===== src/hw/opb_pkg.sv =====
package opb_pkg;
    // ========================================================
    // Register map, byte addresses
    localparam logic [7:0] ADDR_DATA   = 8'h00;
    localparam logic [7:0] ADDR_MODE   = 8'h04;
    localparam logic [7:0] ADDR_CMDST  = 8'h08;
    localparam logic [7:0] ADDR_INDATA = 8'h0c;
    localparam logic [7:0] ADDR_PAT    = 8'h10;
    localparam logic [7:0] ADDR_MASK   = 8'h14;

    // ========================================================
    // Mode register fields
    localparam int MODE_SB   = 0;
    localparam int MODE_ITB  = 1;
    localparam int MODE_PMLO = 2;
    localparam int MODE_PMHI = 3;
    localparam int MODE_EN   = 4;
    localparam int MODE_IE   = 5;

    // ========================================================
    // Command and status fields
    localparam int CS_IP    = 0;
    localparam int CS_ORE   = 1;
    localparam int CS_PMF   = 2;
    localparam int CS_IRF   = 3;
    localparam int CS_BFULL = 4;
    localparam int CS_CLRIP = 5;

    // ========================================================
    // Match modes on {hi, lo}
    localparam logic [1:0] PM_OFF = 2'h0;
    localparam logic [1:0] PM_AND = 2'h1;
    localparam logic [1:0] PM_OR  = 2'h2;

    localparam logic [31:0] RST_WORD = 32'h0000_0000;
endpackage : opb_pkg


===== src/hw/opb_edge.sv =====
`timescale 1ns/1ps
module opb_edge (
    // Clock and reset
    input  wire logic pclk,
    input  wire logic presetn,
    // Level in, falling pulse out
    input  wire logic level_in,
    output logic      fall_pulse
);
    // ========================================================
    // Falling edge detect
    // Idle level high so no event right after reset
    typedef struct packed {
        logic prev;
    } opb_edge_t;

    opb_edge_t s_q;
    opb_edge_t s_d;

    always_comb begin
        s_d      = s_q;
        s_d.prev = level_in;
    end

    always_ff @(posedge pclk or negedge presetn) begin
        if (!presetn) begin
            s_q <= '{prev: 1'b1};
        end else begin
            s_q <= s_d;
        end
    end

    assign fall_pulse = s_q.prev & ~level_in;
endmodule : opb_edge


===== src/hw/opb_match.sv =====
`timescale 1ns/1ps
module opb_match #(
    parameter int WIDTH = 8
) (
    // Byte under test
    input  wire logic [WIDTH-1:0] data,
    input  wire logic [WIDTH-1:0] pattern,
    input  wire logic [WIDTH-1:0] mask,
    input  wire logic [1:0]       mode,
    // Result
    output logic                  hit
);
    // ========================================================
    // Masked compare
    logic [WIDTH-1:0] eq;

    assign eq = ~(data ^ pattern) & mask;

    // AND and OR only
    // No transition mode: history of the pins is not kept here
    always_comb begin
        if (mode == opb_pkg::PM_AND) begin
            hit = (eq == mask);
        end else if (mode == opb_pkg::PM_OR) begin
            hit = |eq;
        end else begin
            hit = 1'b0;
        end
    end
endmodule : opb_match


===== src/hw/opb_port.sv =====
// Added by the designer: the address map and the APB interface to the registers.
`timescale 1ns/1ps
module opb_port #(
    parameter int WIDTH = 8
) (
    // Clock and reset
    input  wire logic             pclk,
    input  wire logic             presetn,
    // APB slave
    input  wire logic             psel,
    input  wire logic             penable,
    input  wire logic             pwrite,
    input  wire logic [7:0]       paddr,
    input  wire logic [31:0]      pwdata,
    output logic      [31:0]      prdata,
    output logic                  pready,
    output logic                  pslverr,
    // Port pins
    output logic      [WIDTH-1:0] port_data,
    output logic                  data_valid_strobe_n,
    input  wire logic             ack_input,
    // Request
    output logic                  port_irq
);
    // ========================================================
    // State
    typedef enum logic [1:0] {
        BUS_IDLE,
        BUS_ACK
    } opb_bus_t;

    typedef struct packed {
        opb_bus_t         bus;
        logic [31:0]      rdata;
        logic             slverr;
        logic             ready;
        logic [WIDTH-1:0] odr;
        logic [WIDTH-1:0] buf_r;
        logic [WIDTH-1:0] pat;
        logic [WIDTH-1:0] msk;
        logic             odr_full;
        logic             buf_full;
        logic             latched;
        logic             ip;
        logic             match_flag;
        logic             sb;
        logic             two_byte_interrupt;
        logic [1:0]       pms;
        logic             en;
        logic             ie;
        logic             dav_n;
        logic             irq;
    } opb_state_t;

    opb_state_t s_q;
    opb_state_t s_d;

    logic ack_fall;
    logic hit;

    // ========================================================
    // Leaf blocks
    opb_edge u_edge (
        .pclk       (pclk),
        .presetn    (presetn),
        .level_in   (ack_input),
        .fall_pulse (ack_fall)
    );

    opb_match #(.WIDTH(WIDTH)) u_match (
        .data    (s_q.odr),
        .pattern (s_q.pat),
        .mask    (s_q.msk),
        .mode    (s_q.pms),
        .hit     (hit)
    );

    // ========================================================
    // Next state
    logic acc;
    logic wr;
    logic rd;
    logic wr_data;
    logic cmd_clr;
    logic move;
    logic ack_now;
    logic [31:0] rv;

    always_comb begin
        s_d     = s_q;
        acc     = psel & penable & (s_q.bus == BUS_IDLE);
        wr      = acc & pwrite;
        rd      = acc & ~pwrite;
        wr_data = wr && (paddr == opb_pkg::ADDR_DATA);
        cmd_clr = wr && (paddr == opb_pkg::ADDR_CMDST)
                  && pwdata[opb_pkg::CS_CLRIP];
        rv      = opb_pkg::RST_WORD;

        // Bus answers one cycle after the access phase opens
        if (s_q.bus == BUS_ACK) begin
            s_d.bus = BUS_IDLE;
        end else if (acc) begin
            s_d.bus = BUS_ACK;
        end
        // Registered so the ready pin comes from a flop
        s_d.ready = (s_d.bus == BUS_ACK);

        ack_now = ack_fall & s_q.en & s_q.buf_full;
        if (ack_now) begin
            s_d.buf_full = 1'b0;
            if (s_q.sb) begin
                s_d.odr_full = 1'b0;
                s_d.ip       = 1'b1;
            end else if (s_q.two_byte_interrupt && !s_q.odr_full) begin
                s_d.ip = 1'b1;
            end
        end

        move = s_q.en & s_q.odr_full & ~s_q.buf_full;
        if (move) begin
            s_d.buf_r    = s_q.odr;
            s_d.buf_full = 1'b1;
            s_d.match_flag      = hit;
            if (!s_q.sb) begin
                s_d.odr_full = 1'b0;
                if (!s_q.two_byte_interrupt) begin
                    s_d.ip = 1'b1;
                end
            end
            if (hit) begin
                s_d.ip = 1'b1;
            end
        end

        if (cmd_clr && !move && !ack_now) begin
            s_d.ip = 1'b0;
        end

        if (wr_data) begin
            s_d.odr = pwdata[WIDTH-1:0];
            if (s_q.match_flag && s_q.ip && !cmd_clr) begin
                s_d.latched = 1'b1;
            end else begin
                s_d.odr_full = 1'b1;
                s_d.latched  = 1'b0;
                if (!move && !ack_now) begin
                    s_d.ip = 1'b0;
                end
            end
        end else if (cmd_clr && s_q.latched) begin
            s_d.odr_full = 1'b1;
            s_d.latched  = 1'b0;
        end

        // Configuration
        if (wr && (paddr == opb_pkg::ADDR_MODE)) begin
            s_d.sb  = pwdata[opb_pkg::MODE_SB];
            s_d.two_byte_interrupt = pwdata[opb_pkg::MODE_ITB]
                      & ~pwdata[opb_pkg::MODE_SB];
            s_d.pms = {pwdata[opb_pkg::MODE_PMHI],
                       pwdata[opb_pkg::MODE_PMLO]};
            if (s_d.pms == 2'h3) begin
                s_d.pms = opb_pkg::PM_OFF;
            end
            s_d.en  = pwdata[opb_pkg::MODE_EN];
            s_d.ie  = pwdata[opb_pkg::MODE_IE];
        end
        if (wr && (paddr == opb_pkg::ADDR_PAT)) begin
            s_d.pat = pwdata[WIDTH-1:0];
        end
        if (wr && (paddr == opb_pkg::ADDR_MASK)) begin
            s_d.msk = pwdata[WIDTH-1:0];
        end

        // Read decode
        s_d.slverr = 1'b0;
        if (paddr == opb_pkg::ADDR_DATA) begin
            rv[WIDTH-1:0] = s_q.odr;
        end else if (paddr == opb_pkg::ADDR_MODE) begin
            rv[opb_pkg::MODE_SB]   = s_q.sb;
            rv[opb_pkg::MODE_ITB]  = s_q.two_byte_interrupt;
            rv[opb_pkg::MODE_PMLO] = s_q.pms[0];
            rv[opb_pkg::MODE_PMHI] = s_q.pms[1];
            rv[opb_pkg::MODE_EN]   = s_q.en;
            rv[opb_pkg::MODE_IE]   = s_q.ie;
        end else if (paddr == opb_pkg::ADDR_CMDST) begin
            rv[opb_pkg::CS_IP]    = s_q.ip;
            rv[opb_pkg::CS_ORE]   = ~s_q.odr_full;
            rv[opb_pkg::CS_PMF]   = s_q.match_flag;
            rv[opb_pkg::CS_IRF]   = 1'b0;
            rv[opb_pkg::CS_BFULL] = s_q.buf_full;
        end else if (paddr == opb_pkg::ADDR_INDATA) begin
            rv[WIDTH-1:0] = s_q.buf_r;
        end else if (paddr == opb_pkg::ADDR_PAT) begin
            rv[WIDTH-1:0] = s_q.pat;
        end else if (paddr == opb_pkg::ADDR_MASK) begin
            rv[WIDTH-1:0] = s_q.msk;
        end else if (acc) begin
            s_d.slverr = 1'b1;
        end
        if (rd) begin
            s_d.rdata = rv;
        end
        if (!acc) begin
            s_d.slverr = 1'b0;
        end

        // strobe low while valid
        // Strobed style: ack not interlocked here
        s_d.dav_n = ~(s_d.buf_full & s_d.en);
        s_d.irq   = s_d.ip & s_d.ie;
    end

    // ========================================================
    // Registers
    always_ff @(posedge pclk or negedge presetn) begin
        if (!presetn) begin
            s_q          <= '0;
            s_q.bus      <= BUS_IDLE;
            s_q.dav_n    <= 1'b1;
        end else begin
            s_q <= s_d;
        end
    end

    assign prdata              = s_q.rdata;
    assign pready              = s_q.ready;
    assign pslverr             = s_q.slverr;
    assign port_data           = s_q.buf_r;
    assign data_valid_strobe_n = s_q.dav_n;
    assign port_irq            = s_q.irq;
endmodule : opb_port


===== config.mk =====
export PLATFORM = sky130hd
export DESIGN_NAME = opb_port
export DESIGN_NICKNAME = d
export VERILOG_FILES = /design/src/hw/opb_pkg.sv /design/src/hw/opb_edge.sv /design/src/hw/opb_match.sv /design/src/hw/opb_port.sv
export SDC_FILE = /design/constraint.sdc
export NUM_CORES = 1
export LEC_CHECK = 0
export BUFFER_PORTS_ARGS = -buffer_cell sky130_fd_sc_hd__buf_2
export CELL_PAD_IN_SITES_DETAIL_PLACEMENT = 2
export CELL_PAD_IN_SITES_GLOBAL_PLACEMENT = 2
export CORE_ASPECT_RATIO = 1.5
export CORE_MARGIN = 10
export CORE_UTILIZATION = 34
export DETAILED_ROUTE_END_ITERATION = 10
export GPL_ROUTABILITY_DRIVEN = 0
export PLACE_DENSITY_LB_ADDON = 0.1
export SETUP_SLACK_MARGIN = 0.5
export SKIP_LAST_GASP = 1
export SLEW_MARGIN = 40
export SYNTH_ARGS = -nofsm -noshare
export SYNTH_HDL_FRONTEND = slang
export SYNTH_SLANG_ARGS = --single-unit

===== constraint.sdc =====
create_clock -name pclk -period 4.3 [get_ports pclk]
set_clock_uncertainty 0.15 [all_clocks]
set_input_delay 0.43 -clock pclk [delete_from_list [all_inputs] [get_ports pclk]]
set_output_delay 0.43 -clock pclk [all_outputs]
set_load 0.02 [all_outputs]

==> flow_summary.ini <==
[global_routing]
grt_max_degree = 39
grtUsageTotal_pct = 13.2
grt_pass1_vias = 2449
grt_pass1_wl_um = 13900
grt_overflow_total = 0
antenna_found_initial = 0

[timing]
tightest_slew_ns = 0.763
slew_violations = 0
timing.fmax_ghz = 0.431
finalSetupViolCount = 0
rsz0062_at_grt = no
timing.setup.tns_ns = 0
post-route-period-util_pct = 53.9
finalHoldViolCount = 0
holdWs_ns = 0.0612
slew_headroom_pct = 48.7
fin_crit_ns = 2.32

[status]
status = finished, final reports clean

[clock_network]
clkSinkCount = 58
cts_made_buffers = 9
cts_root_buf = clkbuf_16
cts_hold_buf = 1
clk_path_buf_depth = 2
cts.clk_slew.worst_paths_ns = 0.05
clk_latency_ns = 0.33
postCtsSetupBuffers = 0
ctsHtreeMaxLevel = 3
tritoncts = yes
post_cts_resized = 0

[routing]
drc = 0
avgViaCountPerCell = 5.03
wl_per_cell_um = 19.4
drtAntennaViolNets = 0
drt_iter0_markers = 87
totalWireLength_um = 8600
dr.pass1.iters = 5
vias = 2232

[synth]
syn_area_per_cell_um2 = 10.5
synth_top_area_share_pct = 44.5
ys_top_cells_by_count = dfrtp_1, buf_4, mux2_2, nand2_1, o21ai_0
async_reset_ff_share_pct = 100
synthDistinctLibCells = 50
ys_seq_elements = 58
yosys_warnings = 0
synth_area_leaders = dfrtp_1, buf_4, mux2_2, o21ai_0, mux2i_1
synthCells = 301
synthFlopType = dfrtp_1
yosysTopAreaCell = dfrtp_1
synth.most_common_cell = dfrtp_1
syn_area_mm2 = 0.00315
synth_edf_count = 0
ys_seq_area_share_pct = 46.2

[cells_and_area]
multiInputGateArea_mm2 = 0.00137
drive_gt1_share_pct = 29.5
fin_cells = 444
n_antenna_cell = 0
ff_latch_area_mm2 = 0.00145
syn_to_final_growth_pct = 11.9
utilization_pct = 38.5
nets = 374
fill_cells = 1033

[critical_path]
critPathKind = reg -> reg
cp_max_fo = 14
start_kind = flip-flop
cp-end-kind = flip-flop
crit_arrival_ns = 2.40
r2r_slack_ns = 1.98
worstPathRequired_ns = 4.38

[pwr]
total_leakage_power_nw = 1.80
finalPower_w = 0.00132
peakVddDrop_uv = 204
power_density_mw_per_mm2 = 375

[die]
die_y_um = 138
floorplan.initialDensity_pct = 34.4
die_w_um = 98.6
ios = 90
coreArea_mm2 = 0.00915
dieArea_mm2 = 0.0136
placementRows = 43

[place]
place_inst = 428
io_buffers = 41
dp_hpwl_um = 6530

[hold_path]
min_path_type = in -> reg

[job]
drv_cap = 0
per-layer routing:
metal / routed length (µm) / global-route usage [%]
met3: 493 / 4.84
met5: 0 / 0
met1: 3620 / 14.9
met2: 4370 / 22.4
met4: 114 / 4.79
final cells by class:
type	instances	area share, %
clock inverter	3	0.426
sequential	58	41.3
inverter	15	1.60
tap	112	3.98
multi-input combinational	200	38.9
clock buffer	12	7.28
timing repair buffer	44	6.53
final timing paths:
path | start | cells after the start | end
max in group asynchronous | presetn | 3 | port_data[1]$_DFFE_PN0P_
worst min register to register | s_q[80]$_DFF_PN0_ | 0 | s_q[80]$_DFF_PN0_
worst max-delay path | s_q[11]$_DFF_PN0_ | 5 | port_irq$_DFF_PN0_
worst min-delay path | ack_input | 1 | u_edge.s_q$_DFF_PN1_
worst max register to register | s_q[11]$_DFF_PN0_ | 5 | port_irq$_DFF_PN0_
min in group asynchronous | presetn | 2 | port_data[5]$_DFFE_PN0P_
metrics by stage:
stage	setup WS (ns)	instance area (µm²)
global route	1.81	3520
floorplan	2.33	3240
detailed placement	1.75	3240
CTS	1.92	3520
finish	1.98	3520
global placement	1.77	3240
worst max-delay path, stage by stage, from the launching register on:
cell and delay, ns:
dfrtp_1 0.39, inv_1 0.10, nand3_1 0.51, a2111oi_0 0.65, a2bb2oi_1 0.20, a41oi_1 0.22
sequential cells by signal, summed over array words and instances (netlist names):
| signal | flops |
|---|---|
| pslverr | 1 |
| data_valid_strobe_n | 1 |
| prdata | 8 |
| port_data | 8 |
| s_q | 37 |
| pready | 1 |
| port_irq | 1 |
| u_edge.s_q | 1 |
where the power goes:
part           total (W)  switching, W  leakage, nW  internal (W)
Combinational   0.000102     0.0000728        0.917     0.0000296
Clock           0.000657      0.000243        0.138      0.000414
Sequential      0.000562    0.00000651        0.744      0.000556
kinds of logic (layout without fill, tap and decap cells):
| kind of cell | after synthesis | count (layout) | share of synthesized area (%) |
|---|---|---|---|
| and+or+nand+nor | 68 | 68 | 12.3 |
| buffers and inverters | 66 | 74 | 13.0 |
| AOI/OAI and AO/OA | 62 | 62 | 12.5 |
| DFF | 58 | 58 | 46.2 |
| muxes | 38 | 38 | 13.6 |
| xor gates and xnor gates | 8 | 8 | 2.22 |
| other | 1 | 24 | 0.119 |
placed cells by master, fill, tap and decap left out, types with 8 or more instances in the layout:
cell,instances
conb_1,24
clkbuf_16,9
buf_2,41
nand2_1,25
mux2_2,25
o21ai_0,24
mux2i_1,11
dfrtp_1,56
inv_1,15
xor2_1,8
Note: power is estimated with default switching activity, not from simulation.
